==> config.mk <==
export PLATFORM = sky130hd
export DESIGN_NAME = dtp_top
export DESIGN_NICKNAME = d
export VERILOG_FILES = /design/src/verilog/dtp_pkg.sv /design/src/verilog/dtp_top.sv
export SDC_FILE = /design/constraint.sdc
export NUM_CORES = 1
export LEC_CHECK = 0
export BUFFER_PORTS_ARGS = -buffer_cell sky130_fd_sc_hd__buf_2
export CAP_MARGIN = 5
export CORE_MARGIN = 5
export CORE_UTILIZATION = 25
export DETAILED_ROUTE_END_ITERATION = 10
export GPL_TIMING_DRIVEN = 0
export SYNTH_ARGS = -nofsm -noshare
export SYNTH_HDL_FRONTEND = slang
export SYNTH_SLANG_ARGS = --single-unit
==> constraint.sdc <==
create_clock -name i_core_clk -period 3.5 [get_ports i_core_clk]
set_input_delay 0.175 -clock i_core_clk [delete_from_list [all_inputs] [get_ports i_core_clk]]
set_output_delay 0.175 -clock i_core_clk [all_outputs]
set_load 0.01 [all_outputs]
==> src/verilog/dtp_pkg.sv <==
package dtp_pkg;

  // ****************************************
  // Register map, word index per register
  // ****************************************
  localparam logic [3:0] ADR_CTL_A = 4'h0;
  localparam logic [3:0] ADR_SCALE_A = 4'h1;
  localparam logic [3:0] ADR_COUNT_A = 4'h2;
  localparam logic [3:0] ADR_BOUND_A = 4'h3;
  localparam logic [3:0] ADR_CTL_B = 4'h4;
  localparam logic [3:0] ADR_SCALE_B = 4'h5;
  localparam logic [3:0] ADR_COUNT_B = 4'h6;
  localparam logic [3:0] ADR_BOUND_B = 4'h7;
  localparam int unsigned ADR_TMR_BIT = 2;
  localparam int unsigned ADR_HOLE_BIT = 3;
  localparam logic [1:0] REG_CTL = 2'h0;
  localparam logic [1:0] REG_SCALE = 2'h1;
  localparam logic [1:0] REG_COUNT = 2'h2;
  localparam logic [1:0] REG_BOUND = 2'h3;

  // ****************************************
  // Field positions and values
  // ****************************************
  localparam int unsigned CTL_CLK_HI = 7;
  localparam int unsigned CTL_CLK_LO = 4;
  localparam int unsigned CTL_OSEL_HI = 3;
  localparam int unsigned CTL_OSEL_LO = 2;
  localparam int unsigned CTL_PWM = 1;
  localparam int unsigned SCL_SIX = 7;
  localparam int unsigned SCL_PRE_HI = 6;
  localparam int unsigned SCL_PRE_LO = 5;
  localparam int unsigned SCL_DIV_HI = 4;
  localparam int unsigned SCL_DIV_LO = 0;
  localparam logic [7:0] REG_RST = 8'h00;
  localparam logic [7:0] FULL_8 = 8'hFF;
  localparam logic [7:0] FULL_6 = 8'h3F;
  localparam logic [5:0] PRE_M1 = 6'h00;
  localparam logic [5:0] PRE_M4 = 6'h03;
  localparam logic [5:0] PRE_M16 = 6'h0F;
  localparam logic [5:0] PRE_M64 = 6'h3F;

  // Source pulse vector positions
  localparam int unsigned SRC_FAST = 0;
  localparam int unsigned SRC_SLOW = 1;
  localparam int unsigned SRC_A0 = 2;
  localparam int unsigned SRC_A3 = 3;
  localparam int unsigned SRC_A4 = 4;
  localparam int unsigned SRC_N = 5;

  typedef enum logic [3:0] {
    CLK_STOP = 4'h0,
    CLK_SYS = 4'h1,
    CLK_FAST = 4'h2,
    CLK_SLOW = 4'h4,
    CLK_PA0 = 4'h5,
    CLK_PA3 = 4'h6,
    CLK_PA4 = 4'h7
  } dtp_clk_e;

  typedef struct packed {
    logic [2:0] drv;
    logic [2:0] oe;
  } dtp_pins_s;

endpackage : dtp_pkg

==> src/verilog/dtp_top.sv <==
`timescale 1ns/1ps

// ****************************************
// One timer: source, prescale, scale, count
// ****************************************
module dtp_timer
  import dtp_pkg::*;
(
  input wire logic i_core_clk, // Core clock
  input wire logic i_rstn, // Async reset
  input wire logic i_clk_en, // Freeze when low
  input wire logic i_emu_halt, // Emulator halt
  input wire logic [SRC_N-1:0] i_src_rise, // Synced source edges
  input wire logic i_wr, // Register write
  input wire logic [1:0] i_reg, // Register index
  input wire logic [7:0] i_wdata, // Write data
  output logic [7:0] o_ctl, // Control readback
  output logic [7:0] o_scale, // Scale readback
  output logic [7:0] o_count, // Counter value
  output logic [7:0] o_bound, // Bound readback
  output logic o_tick, // Timer tick pulse
  output logic o_event, // Period event pulse
  output dtp_pins_s o_pins // Output pins
);

  logic [7:0] ctl_r;
  logic [7:0] scl_r;
  logic [7:0] cnt_r;
  logic [7:0] bnd_r;
  logic [5:0] pre_r;
  logic [4:0] div_r;
  logic wave_r;
  logic event_r;

  wire logic [3:0] clk_sel = ctl_r[CTL_CLK_HI:CTL_CLK_LO];
  wire logic [1:0] osel = ctl_r[CTL_OSEL_HI:CTL_OSEL_LO];
  wire logic [1:0] pre_sel = scl_r[SCL_PRE_HI:SCL_PRE_LO];
  wire logic [4:0] div_val = scl_r[SCL_DIV_HI:SCL_DIV_LO];
  wire logic pwm = ctl_r[CTL_PWM];
  wire logic six = scl_r[SCL_SIX];

  // ****************************************
  // Clock source selection
  // ****************************************
  // Unlisted codes stop the timer; no crystal path exists
  wire logic fast_sel = (clk_sel == CLK_FAST);
  wire logic src_live = (clk_sel == CLK_SYS) |
    (fast_sel & i_src_rise[SRC_FAST]) |
    ((clk_sel == CLK_SLOW) & i_src_rise[SRC_SLOW]) |
    ((clk_sel == CLK_PA0) & i_src_rise[SRC_A0]) |
    ((clk_sel == CLK_PA3) & i_src_rise[SRC_A3]) |
    ((clk_sel == CLK_PA4) & i_src_rise[SRC_A4]);
  // Fast oscillator keeps feeding the timer through a halt
  wire logic src_go = src_live & (~i_emu_halt | fast_sel);

  // ****************************************
  // Prescaler and scaler
  // ****************************************
  wire logic [5:0] pre_mask = (pre_sel == 2'h0) ? PRE_M1 :
    (pre_sel == 2'h1) ? PRE_M4 :
    (pre_sel == 2'h2) ? PRE_M16 : PRE_M64;
  wire logic pre_hit = ((pre_r & pre_mask) == pre_mask);
  wire logic div_hit = (div_r >= div_val);
  wire logic tick = src_go & pre_hit & div_hit;
  wire logic [5:0] pre_nxt = src_go ? pre_r + 6'h01 : pre_r;
  wire logic [4:0] div_nxt = (src_go & pre_hit) ?
    (div_hit ? 5'h00 : div_r + 5'h01) : div_r;

  // ****************************************
  // Counter and waveform
  // ****************************************
  wire logic [7:0] full = six ? FULL_6 : FULL_8;
  wire logic per_wrap = tick & ~pwm & (cnt_r == bnd_r);
  wire logic pwm_wrap = tick & pwm & ((cnt_r & full) == full);
  wire logic cnt_wr = i_wr & (i_reg == REG_COUNT);
  // Software write wins over the tick that lands in the same cycle
  wire logic [7:0] cnt_nxt = cnt_wr ? i_wdata :
    (per_wrap | pwm_wrap) ? 8'h00 :
    tick ? cnt_r + 8'h01 : cnt_r;
  // Bound gives duty in PWM mode and period in period mode
  wire logic pwm_hi = ((cnt_nxt & full) <= bnd_r);
  wire logic wave_nxt = pwm ? pwm_hi : (per_wrap ^ wave_r);

  always_ff @(posedge i_core_clk or negedge i_rstn) begin
    if (!i_rstn) begin
      ctl_r <= REG_RST;
      scl_r <= REG_RST;
      bnd_r <= REG_RST;
    end else if (i_clk_en && i_wr) begin
      if (i_reg == REG_CTL) begin
        ctl_r <= i_wdata;
      end else if (i_reg == REG_SCALE) begin
        scl_r <= i_wdata;
      end else if (i_reg == REG_BOUND) begin
        bnd_r <= i_wdata;
      end
    end
  end

  always_ff @(posedge i_core_clk or negedge i_rstn) begin
    if (!i_rstn) begin
      cnt_r <= REG_RST;
      pre_r <= 6'h00;
      div_r <= 5'h00;
      wave_r <= 1'b0;
      event_r <= 1'b0;
    end else if (i_clk_en) begin
      cnt_r <= cnt_nxt;
      pre_r <= pre_nxt;
      div_r <= div_nxt;
      wave_r <= wave_nxt;
      event_r <= per_wrap;
    end
  end

  // ****************************************
  // Outputs
  // ****************************************
  wire logic [2:0] pin_oe = (osel == 2'h1) ? 3'h1 :
    (osel == 2'h2) ? 3'h2 :
    (osel == 2'h3) ? 3'h4 : 3'h0;

  assign o_ctl = ctl_r;
  assign o_scale = scl_r;
  assign o_count = cnt_r;
  assign o_bound = bnd_r;
  assign o_tick = tick & i_clk_en;
  assign o_event = event_r;
  assign o_pins.oe = pin_oe;
  assign o_pins.drv = pin_oe & {3{wave_r}};

  // ****************************************
  // Checks
  // ****************************************
  property p_per_wrap;
    @(posedge i_core_clk) disable iff (!i_rstn)
    (i_clk_en && per_wrap && !cnt_wr) |=> (cnt_r == 8'h00);
  endproperty
  a_per_wrap: assert property (p_per_wrap) else $error("count did not wrap at bound");

  property p_toggle;
    @(posedge i_core_clk) disable iff (!i_rstn)
    (i_clk_en && per_wrap) |=> (wave_r != $past(wave_r)) && event_r;
  endproperty
  a_toggle: assert property (p_toggle) else $error("no toggle or event at wrap");

  property p_event_only;
    @(posedge i_core_clk) disable iff (!i_rstn)
    (event_r && $past(i_clk_en)) |-> $past(per_wrap) && !$past(pwm);
  endproperty
  a_event_only: assert property (p_event_only) else $error("event without wrap");

  property p_count_up;
    @(posedge i_core_clk) disable iff (!i_rstn)
    (i_clk_en && tick && !cnt_wr && !per_wrap && !pwm_wrap)
      |=> (cnt_r == $past(cnt_r) + 8'h01);
  endproperty
  a_count_up: assert property (p_count_up) else $error("count did not step up");

  property p_pwm8_wrap;
    @(posedge i_core_clk) disable iff (!i_rstn)
    (i_clk_en && tick && pwm && !six && cnt_r == 8'hFF && !cnt_wr) |=> (cnt_r == 8'h00);
  endproperty
  a_pwm8_wrap: assert property (p_pwm8_wrap) else $error("8-bit pwm wrap wrong");

  property p_pwm6_wrap;
    @(posedge i_core_clk) disable iff (!i_rstn)
    (i_clk_en && tick && pwm && six && cnt_r[5:0] == 6'h3F && !cnt_wr)
      |=> (cnt_r == 8'h00);
  endproperty
  a_pwm6_wrap: assert property (p_pwm6_wrap) else $error("6-bit pwm wrap wrong");

  property p_full_duty;
    @(posedge i_core_clk) disable iff (!i_rstn)
    (i_clk_en && pwm && ((six && bnd_r == 8'h3F) || bnd_r == 8'hFF)) |=> wave_r;
  endproperty
  a_full_duty: assert property (p_full_duty) else $error("full bound not high");

  property p_halt;
    @(posedge i_core_clk) disable iff (!i_rstn)
    (i_emu_halt && clk_sel != CLK_FAST) |-> !tick;
  endproperty
  a_halt: assert property (p_halt) else $error("tick during halt");

  property p_freeze;
    @(posedge i_core_clk) disable iff (!i_rstn)
    !i_clk_en |=> $stable(cnt_r) && $stable(div_r) && $stable(wave_r);
  endproperty
  a_freeze: assert property (p_freeze) else $error("state moved while disabled");

  property p_sys_tick;
    @(posedge i_core_clk) disable iff (!i_rstn)
    (clk_sel == CLK_SYS && !i_emu_halt && pre_sel == 2'h0 && div_val == 5'h00) |-> tick;
  endproperty
  a_sys_tick: assert property (p_sys_tick) else $error("missing undivided tick");

  property p_route;
    @(posedge i_core_clk) disable iff (!i_rstn)
    (osel == 2'h2) |-> (o_pins.oe == 3'h2) && (o_pins.drv[1] == wave_r);
  endproperty
  a_route: assert property (p_route) else $error("output routing wrong");

endmodule : dtp_timer

// Overview of operation
// - Two identical 8-bit PWM timers share one parameterless timer description.
// - Control bits 7:4 choose system clock, oscillators, or pins a0/a3/a4.
// - Fast oscillator source keeps the timer ticking while the emulator halts.
// - Control bits 3:2 route first timer to pin_b2, pin_a3 or pin_b4.
// - Second timer routes to pin_b5, pin_b6 or pin_b7.
// - Scale bits 6:5 prescale the source by 1, 4, 16 or 64.
// - Scale bits 4:0 divide further by value plus one, giving the tick.
// - The tick is offered out as a system clock source.
// - Counter counts up on ticks; software can write and read it.
// - Period mode counter returns to zero on reaching the bound.
// - Bound sets the period in period mode, duty in PWM mode.
// - Period mode gives a periodic waveform and a periodic event.
// - Period mode output is 50% duty at the documented frequency.
// - PWM with scale bit 7 clear: 256-tick period, high bound+1 ticks.
// - PWM with scale bit 7 set: 64-tick period, high bound+1 ticks, always high for bound 3F and above.
// - Bound at full scale holds the output permanently high.
// - Clock code 0001 system, output code 10 pin_a3, bit 1 clear period.
module dtp_top
  import dtp_pkg::*;
(
  input wire logic i_core_clk, // Core clock, 100 MHz
  input wire logic i_rstn, // Async reset, active low
  input wire logic i_clk_en, // Freeze all state when low
  input wire logic i_emu_halt, // Emulator halt, core domain
  input wire logic i_fast_rc_osc, // Fast RC oscillator, async
  input wire logic i_slow_rc_osc, // Slow RC oscillator, async
  input wire logic i_pin_a0, // Pin a0 clock input, async
  input wire logic i_pin_a3, // Pin a3 clock input, async
  input wire logic i_pin_a4, // Pin a4 clock input, async
  input wire logic [3:0] i_addr, // Register index
  input wire logic [7:0] i_wdata, // Write data
  input wire logic i_wr, // Write strobe
  input wire logic i_rd, // Read strobe
  output logic [7:0] o_rdata, // Read data, cycle after strobe
  output logic o_timer_a_tick, // First timer tick pulse
  output logic o_timer_b_tick, // Second timer tick pulse
  output logic o_event_a, // First timer period event
  output logic o_event_b, // Second timer period event
  output dtp_pins_s o_pins_a, // pin_b2, pin_a3, pin_b4
  output dtp_pins_s o_pins_b // pin_b5, pin_b6, pin_b7
);

  // ****************************************
  // Source synchronisers and edge detect
  // ****************************************
  // Slow sources are sampled, so each must stay under half the core rate
  wire logic [SRC_N-1:0] src_raw = {i_pin_a4, i_pin_a3, i_pin_a0,
    i_slow_rc_osc, i_fast_rc_osc};
  logic [SRC_N-1:0] sync1_r;
  logic [SRC_N-1:0] sync2_r;
  logic [SRC_N-1:0] sync3_r;
  wire logic [SRC_N-1:0] src_rise = sync2_r & ~sync3_r;

  always_ff @(posedge i_core_clk or negedge i_rstn) begin
    if (!i_rstn) begin
      sync1_r <= '0;
      sync2_r <= '0;
      sync3_r <= '0;
    end else if (i_clk_en) begin
      sync1_r <= src_raw;
      sync2_r <= sync1_r;
      sync3_r <= sync2_r;
    end
  end

  // ****************************************
  // Register bus decode
  // ****************************************
  wire logic hole = i_addr[ADR_HOLE_BIT];
  wire logic sel_b = i_addr[ADR_TMR_BIT];
  wire logic wr_a = i_wr & ~hole & ~sel_b;
  wire logic wr_b = i_wr & ~hole & sel_b;
  wire logic [1:0] reg_idx = i_addr[1:0];

  logic [7:0] ctl_a, scl_a, cnt_a, bnd_a;
  logic [7:0] ctl_b, scl_b, cnt_b, bnd_b;
  logic [7:0] rdata_r;

  function automatic logic [7:0] reg_pick(input logic [1:0] idx,
      input logic [7:0] c, input logic [7:0] s,
      input logic [7:0] n, input logic [7:0] b);
    reg_pick = (idx == REG_CTL) ? c :
      (idx == REG_SCALE) ? s :
      (idx == REG_COUNT) ? n : b;
  endfunction : reg_pick

  wire logic [7:0] rd_val = hole ? 8'h00 :
    sel_b ? reg_pick(reg_idx, ctl_b, scl_b, cnt_b, bnd_b) :
    reg_pick(reg_idx, ctl_a, scl_a, cnt_a, bnd_a);

  // Read data stands only in the cycle after the strobe
  always_ff @(posedge i_core_clk or negedge i_rstn) begin
    if (!i_rstn) begin
      rdata_r <= 8'h00;
    end else if (i_clk_en) begin
      rdata_r <= i_rd ? rd_val : 8'h00;
    end
  end

  assign o_rdata = rdata_r;

  // ****************************************
  // Timer instances
  // ****************************************
  dtp_timer u_timer_a (
    .i_core_clk(i_core_clk),
    .i_rstn(i_rstn),
    .i_clk_en(i_clk_en),
    .i_emu_halt(i_emu_halt),
    .i_src_rise(src_rise),
    .i_wr(wr_a),
    .i_reg(reg_idx),
    .i_wdata(i_wdata),
    .o_ctl(ctl_a),
    .o_scale(scl_a),
    .o_count(cnt_a),
    .o_bound(bnd_a),
    .o_tick(o_timer_a_tick),
    .o_event(o_event_a),
    .o_pins(o_pins_a)
  );

  dtp_timer u_timer_b (
    .i_core_clk(i_core_clk),
    .i_rstn(i_rstn),
    .i_clk_en(i_clk_en),
    .i_emu_halt(i_emu_halt),
    .i_src_rise(src_rise),
    .i_wr(wr_b),
    .i_reg(reg_idx),
    .i_wdata(i_wdata),
    .o_ctl(ctl_b),
    .o_scale(scl_b),
    .o_count(cnt_b),
    .o_bound(bnd_b),
    .o_tick(o_timer_b_tick),
    .o_event(o_event_b),
    .o_pins(o_pins_b)
  );

  // ****************************************
  // Checks
  // ****************************************
  property p_read_late;
    @(posedge i_core_clk) disable iff (!i_rstn)
    (i_clk_en && i_rd && !i_wr && i_addr == ADR_BOUND_A) |=> (o_rdata == $past(bnd_a));
  endproperty
  a_read_late: assert property (p_read_late) else $error("read data wrong");

  property p_hole;
    @(posedge i_core_clk) disable iff (!i_rstn)
    (i_clk_en && hole) |=> (o_rdata == 8'h00);
  endproperty
  a_hole: assert property (p_hole) else $error("unmapped read not zero");

endmodule : dtp_top
==> After elaboration in Yosys (flattened, before gate mapping) <==
Index checks and enable logic that the tools add are counted.
Widths: inputs -> output; s select.
{ "word_totals": {"regBits": 113, "in_bits": 23, "out_inout_bits": 24, "word_cells": 173} }
{ "op_classes": {"reduce_logical": 15, "n_mux": 33, "eq_ne": 31, "bitwise_logic": 64, "addsub": 6, "n_lt_le_gt_ge": 4} }
{ "ops": {"columns": ["op", "n"], "rows": [
  ["$mux 8", 17],
  ["$mux 6", 6],
  ["$and 8x8->8", 4],
  ["$eq 4x3->1 const B", 8],
  ["$eq 8x8->1", 4],
  ["$and 1x1->1", 31],
  ["$mux 3", 6],
  ["$add 8x1->8 const B", 2],
  ["$eq 2x2->1 const B", 8],
  ["$le 8x8->1", 2],
  ["$or 1x1->1", 14],
  ["$add 6x1->6 const B", 2],
  ["$and 6x6->6", 2],
  ["$eq 6x6->1", 2],
  ["$reduce_and 2->1", 6],
  ["$add 5x1->5 const B", 2],
  ["$eq 2x1->1 const B", 5],
  ["$ge 5x5->1", 2],
  ["$mux 5", 2],
  ["$eq 4x1->1 const B", 2],
  ["$eq 4x2->1 const B", 2],
  ["$reduce_and 4->1", 2],
  ["$not 1->1", 7],
  ["$and 3x3->3", 2],
  ["7 further kinds", 13]
]} }

==> Depth between registers and ports, before layout <==
{ "logic_depth": {"depth_word": 19, "ltp_mapped": 16, "mapped_depth_nobuf": 15} }

==> Modules after synthesis <==
A second synthesis with hierarchy kept.
{ "unflattened": {"cells_unflattened": 717, "hier_area_um2": 7138.1} }
{ "modules_own_cells": {"columns": ["module", "cells_per_inst", "area_each_um2", "n_inst"], "rows": [
  ["dtp_timer at u_timer_b", 292, 2866.5, 1],
  ["dtp_timer at u_timer_a", 286, 2821.5, 1],
  ["dtp_top", 139, 1450.1, 1]
]} }

==> Worst setup path after synthesis <==
OpenSTA, ideal clock, no wires.
{ "synth_path": {"kind": "reg2reg", "from": "register u_timer_b.div_r[0]", "to": "register u_timer_b.wave_r", "synth_period_minus_slack_ns": 3.216, "setup_time_ns": 0.101, "setup_slack_ns": 0.284, "t_arrival_ns": 3.115, "path_stages_with_launch": 16, "path_cell_list": "dfrtp_1 > inv_1 > ha_1 > nor2b_1 > o21ai_0 > a31oi_1 > nor4_2 > a22oi_1 > o21ai_0 > ha_1 > nor2b_1 > o21a_1 > o21a_1 > o21ai_0 > a311oi_1 > nor4_1"} }
{ "synth_via": {"elab_chain_cells": 10, "elab_cells_between_ends": 14} }
{ "synth_lines": {"columns": ["element", "line_no", "source"], "rows": [
  ["start: declaration", "dtp_top.sv:31", "logic [4:0] div_r;"],
  ["start signal: assignment", "dtp_top.sv:110", "div_r <= div_nxt;"],
  ["$ge 5x5->1 *", "dtp_top.sv:63", "wire logic div_hit = (div_r >= div_val);"],
  ["$and 1x1->1 *", "dtp_top.sv:64", "wire logic tick = src_go & pre_hit & div_hit;"],
  ["$and 1x1->1, on equally long branches (2 in series)", "dtp_top.sv:73, dtp_top.sv:74", null],
  ["$or 1x1->1", "dtp_top.sv:78", "(per_wrap | pwm_wrap) ? 8'h00 :"],
  ["$mux 8 *", "dtp_top.sv:78", null],
  ["$mux 8 *", "dtp_top.sv:77", "wire logic [7:0] cnt_nxt = cnt_wr ? i_wdata :"],
  ["via u_timer_b.cnt_nxt[1]", "dtp_top.sv:77", null],
  ["$and 8x8->8 *", "dtp_top.sv:81", "wire logic pwm_hi = ((cnt_nxt & full) <= bnd_r);"],
  ["$le 8x8->1 *", "dtp_top.sv:81", null],
  ["$mux 1 *", "dtp_top.sv:82", "wire logic wave_nxt = pwm ? pwm_hi : (per_wrap ^ wave_r);"],
  ["end signal: assignment", "dtp_top.sv:111", "wave_r <= wave_nxt;"],
  ["end: declaration", "dtp_top.sv:32", "logic wave_r;"]
]} }
Mark *: on every way through the listed nets, which the timed path passes. The rest lies on a longest branch.
A chain may end at the register's enable or synchronous reset.

==> Worst setup path in the final report <==
{ "layout_path": {"from": "register u_timer_a.ctl_r[6] (netlist: u_timer_a.o_ctl[6])", "to": "register u_timer_a.wave_r"} }
{ "layout_via": {"elab_chain_cells": 18, "elab_cells_between_ends": 32} }
{ "layout_lines": {"columns": ["element", "line_no", "source"], "rows": [
  ["start: declaration", "dtp_top.sv:26", "logic [7:0] ctl_r;"],
  ["start signal: assignment", "dtp_top.sv:91", "ctl_r <= i_wdata;"],
  ["$eq 4x2->1", "dtp_top.sv:46", "wire logic fast_sel = (clk_sel == CLK_FAST);"],
  ["$and 1x1->1", "dtp_top.sv:48", "(fast_sel & i_src_rise[SRC_FAST]) |"],
  ["$or 1x1->1", "dtp_top.sv:47", "wire logic src_live = (clk_sel == CLK_SYS) |"],
  ["$or 1x1->1", "dtp_top.sv:48", null],
  ["$or 1x1->1", "dtp_top.sv:49", "((clk_sel == CLK_SLOW) & i_src_rise[SRC_SLOW]) |"],
  ["$or 1x1->1", "dtp_top.sv:50", "((clk_sel == CLK_PA0) & i_src_rise[SRC_A0]) |"],
  ["$or 1x1->1", "dtp_top.sv:51", "((clk_sel == CLK_PA3) & i_src_rise[SRC_A3]) |"],
  ["$and 1x1->1 *", "dtp_top.sv:54", "wire logic src_go = src_live & (~i_emu_halt | fast_sel);"],
  ["$and 1x1->1 * (2 in series)", "dtp_top.sv:64", null],
  ["$and 1x1->1, on equally long branches (2 in series)", "dtp_top.sv:73, dtp_top.sv:74", null],
  ["$or 1x1->1", "dtp_top.sv:78", null],
  ["$mux 8", "dtp_top.sv:78", null],
  ["$mux 8", "dtp_top.sv:77", null],
  ["$and 8x8->8", "dtp_top.sv:81", null],
  ["$le 8x8->1", "dtp_top.sv:81", null],
  ["$mux 1 *", "dtp_top.sv:82", null],
  ["end signal: assignment", "dtp_top.sv:111", null],
  ["end: declaration", "dtp_top.sv:32", null]
]} }
Mark *: on every way between the ends. The rest lies on a longest branch, timed or not.

==> impl_metrics.tcl <==
set metrics [dict create \
    cts_buffer_depth 2 \
    grt_util_all_layers 0.134 \
    slowest_delay_ps 590 \
    die_h_um 178 \
    drc 0 \
    grt_pass1_vias 5648 \
    place_area_um2 7740 \
    ys_ff_latch 113 \
    pre_cts_slack_ps -491 \
    port_buffers 40 \
    initial_utilization 0.253 \
    fp.dieArea_um2 31600 \
    cp_common_cell "a211oi_1" \
    fin_util 0.314 \
    path_clk_slew_ps 50 \
    cts_root_buf "clkbuf_16" \
    ant_nets 0 \
    cts_tree "built" \
    regToRegSetupSlack_ps 150 \
    synth_top_area_frac 0.402 \
    grt-ovfl-total 0 \
    final_area_um2 8710 \
    crit_chain "nand2b_1 > a221oi_2 > o221ai_2 > or4_4 > a2bb2oi_1 > o31ai_1 > ha_1 > a21oi_2 > o21ai_1 > a211oi_1 > nor4_1 > a211oi_1" \
    cp.required_ps 3820 \
    synth_ff_type "dfrtp_1" \
    clk_latency_ps 420 \
    synthTopCellsByArea "dfrtp_1 (40%), mux2_2 (7.4%), ha_1 (5.7%), mux4_2 (4.8%), nand2_1 (3.6%)" \
    power_mw 5.37 \
    seqPwrFrac 0.360 \
    grt_pass1_wl_um 32400 \
    tightest_slew_ps 1130 \
    critPathLaunch "u_timer_a.o_ctl[6]$_DFFE_PN0P_" \
    syn2layout_area_growth_pct 23.9 \
    drt_pass1_iterations 5 \
    synthDistinctLibCells 67 \
    clkSinkCount 113 \
    vias_per_cell 5.13 \
    status "completed" \
    cp-endpoint "u_timer_a.wave_r$_DFFE_PN0P_" \
    path_delay_family "compound AO/OA/AOI/OAI gates" \
    cp-end-kind "flip-flop" \
    holdWs_ps 127 \
    synth.net_count 760 \
    via_count 6068 \
    hold_viol 0 \
    power_switching_mw 1.92 \
    row_count 61 \
    p_int_mw 3.45 \
    path_buf_inv 0 \
    yosysWarnings 0 \
    critPathArrivalTime_ps 3670 \
    fin_cells 1184 \
    drv_cap 0 \
    slowest_stage "or4_4" \
    setup_viol 0 \
    relSlewSlack 0.238 \
    avgSynthCellArea_um2 9.98 \
    place_inst 1124 \
    cts_htree_levels 4 \
    routedWlPerCell_um 18.0 \
    nets 847 \
    io-pin-count 47 \
    worstSetupPathDepth 12 \
    die_x_um 178 \
    dp_hpwl_um 15200 \
    syn_area_um2 7030 \
    async_reset_ff_frac 1.00 \
    leakagePower_nw 3.70 \
    fmax_mhz 299 \
    setup_tns_ps 0 \
    power_density_nw_per_um2 616 \
    grt_max_degree 81 \
    core_area_um2 27800 \
    antenna_found_initial 7 \
    synth.largest_area_cell "dfrtp_1" \
    fin_crit_sh 0.957 \
    wl_um 21300 \
    seq_area_frac_synth 0.402 \
    skew_ps 8.08 \
    synth_edf_count 0 \
    path_max_fanout 6 \
    r2r-end "u_timer_a.wave_r$_DFFE_PN0P_" \
    drive_above_1_share 0.256 \
    min_period_ps 3350 \
    reg2reg_from "u_timer_a.o_ctl[6]$_DFFE_PN0P_" \
    first_iter_violations 603 \
    combPwrFrac 0.332 \
    reg2reg_depth 12 \
    place.gp.congestion 0.945 \
    netlist_instances 705 \
    ir_worst_vdd_v 0.000339 \
    crit_type "reg -> reg" \
    finalWorstSetupSlack_ps 151 \
    cts_buffers 17 \
    drv_slew 0 \
    sw_frac_of_total 0.358 \
    crit_path_start_kind "flip-flop" \
    hold_class "in -> reg" \
    clockPowerShare 0.308 \
]
-- flip-flops by register name (all words and copies together), names as in the netlist, 6 cells and up --
signal and count:
o_rdata 8, u_timer_a.o_bound 8, u_timer_a.o_count 8, u_timer_a.o_ctl 8, u_timer_a.o_scale 8, u_timer_b.o_bound 8
u_timer_b.o_count 8, u_timer_b.o_ctl 8, u_timer_b.o_scale 8, u_timer_a.pre_r 6, u_timer_b.pre_r 6
-- worst register-to-register path: cells and delay by family (launching register included) --
family | cells | cell delay, ps
fa+ha+maj | 1 | 310
flops | 1 | 420
simple gates | 3 | 860
compound gates | 8 | 1670
-- layout by cell type (no fill, tap or decap), types with 6 or more instances in the layout --
cell type,count
ha_1,31
dfrtp_1,109
xnor2_1,14
o211ai_1,12
dlygate4sd3_1,6
o2bb2ai_1,11
nand2_1,68
o21ai_0,34
and2_1,6
nor3_1,9
mux2_2,46
a21o_1,6
nor2_1,40
mux2i_1,10
clkbuf_1,17
a21oi_1,12
inv_1,37
nand4_1,15
mux4_2,15
buf_4,23
and3_1,6
buf_1,7
nand3_1,43
nand2b_1,9
nand3b_1,6
nor2b_1,11
xor2_1,12
clkbuf_16,17
buf_2,48
clkinv_2,6
or4_1,6
-- layout make-up --
type	instances	area [um2]
fillers	2857	19100
multi-input cells	518	4090
flip-flops and latches	113	2830
clock buffers	21	480
well taps	378	473
repair buffers	70	467
plain buffers	35	145
inverters	37	139
clock inverters	10	85.1
diodes	2	5.00
-- repair_timing --
action	in CTS	in global routing
resized for setup	9	29
setup buffers	3	20
hold endpoints to repair	38	0
cloned	0	0
hold buffers	6	0
pin swaps	1	14
setup endpoints to repair	2	2
-- routing by layer --
metal	part of all wire	global-route usage	up-vias
li1	-	-	2809
met1	0.43	0.180	2993
met2	0.46	0.207	211
met3	0.076	0.0311	45
met4	0.030	0.0570	10
met5	0.0029	0	-
-- cell usage after synthesis, types with 7 or more instances --
| library cell | instances |
|---|---|
| nand2b_1 | 9 |
| nand3_1 | 45 |
| clkbuf_1 | 18 |
| and3_1 | 7 |
| inv_1 | 37 |
| o2bb2ai_1 | 11 |
| mux2i_1 | 10 |
| mux2_2 | 46 |
| ha_1 | 32 |
| nor2_1 | 40 |
| buf_2 | 9 |
| buf_1 | 8 |
| nand2_1 | 68 |
| xor2_1 | 12 |
| xnor2_1 | 14 |
| dfrtp_1 | 113 |
| nor2b_1 | 11 |
| nand4_1 | 15 |
| mux4_2 | 15 |
| o21ai_0 | 39 |
| o211ai_1 | 12 |
| a21oi_1 | 14 |
| nor3_1 | 10 |
-- worst min path at each step --
stage                           from                               end  slack [ps]  cells after the start
final                     i_wdata[7]  u_timer_b.o_bound[7]$_DFFE_PN0P_         130                      3
after detailed placement      i_rstn      u_timer_a.wave_r$_DFFE_PN0P_         100                      1
after global routing      i_wdata[7]  u_timer_b.o_bound[7]$_DFFE_PN0P_         150                      3
after CTS                 i_wdata[7]  u_timer_b.o_bound[7]$_DFFE_PN0P_         120                      3
after floorplan               i_rstn            o_rdata[0]$_DFFE_PN0P_        -120                      0
after global placement      i_pin_a3            sync1_r[3]$_DFFE_PN0P_         410                      2
-- kinds of logic (layout without fill, tap and decap cells) --
| group | after synthesis | after routing | synth area share |
|---|---|---|---|
| compound gates | 145 | 145 | 0.150 |
| flops | 113 | 113 | 0.402 |
| buf+inv | 74 | 173 | 0.0415 |
| fa+ha+maj | 32 | 32 | 0.0569 |
| simple gates | 243 | 243 | 0.178 |
| other cells | 0 | 2 | 0 |
| xor+xnor | 26 | 26 | 0.0324 |
| mux | 72 | 72 | 0.140 |
-- power by group through the flow --
| stage | clock network (mW) | registers (mW) | logic [mW] |
|---|---|---|---|
| global placement | 0 | 1.93 | 1.47 |
| CTS | 1.67 | 1.92 | 1.57 |
| detailed placement | 0 | 1.94 | 1.51 |
| floorplan | 0 | 1.83 | 1.14 |
| global route | 1.74 | 1.97 | 1.97 |
| finish | 1.65 | 1.93 | 1.78 |
Note: power is estimated with default switching activity, not from simulation.
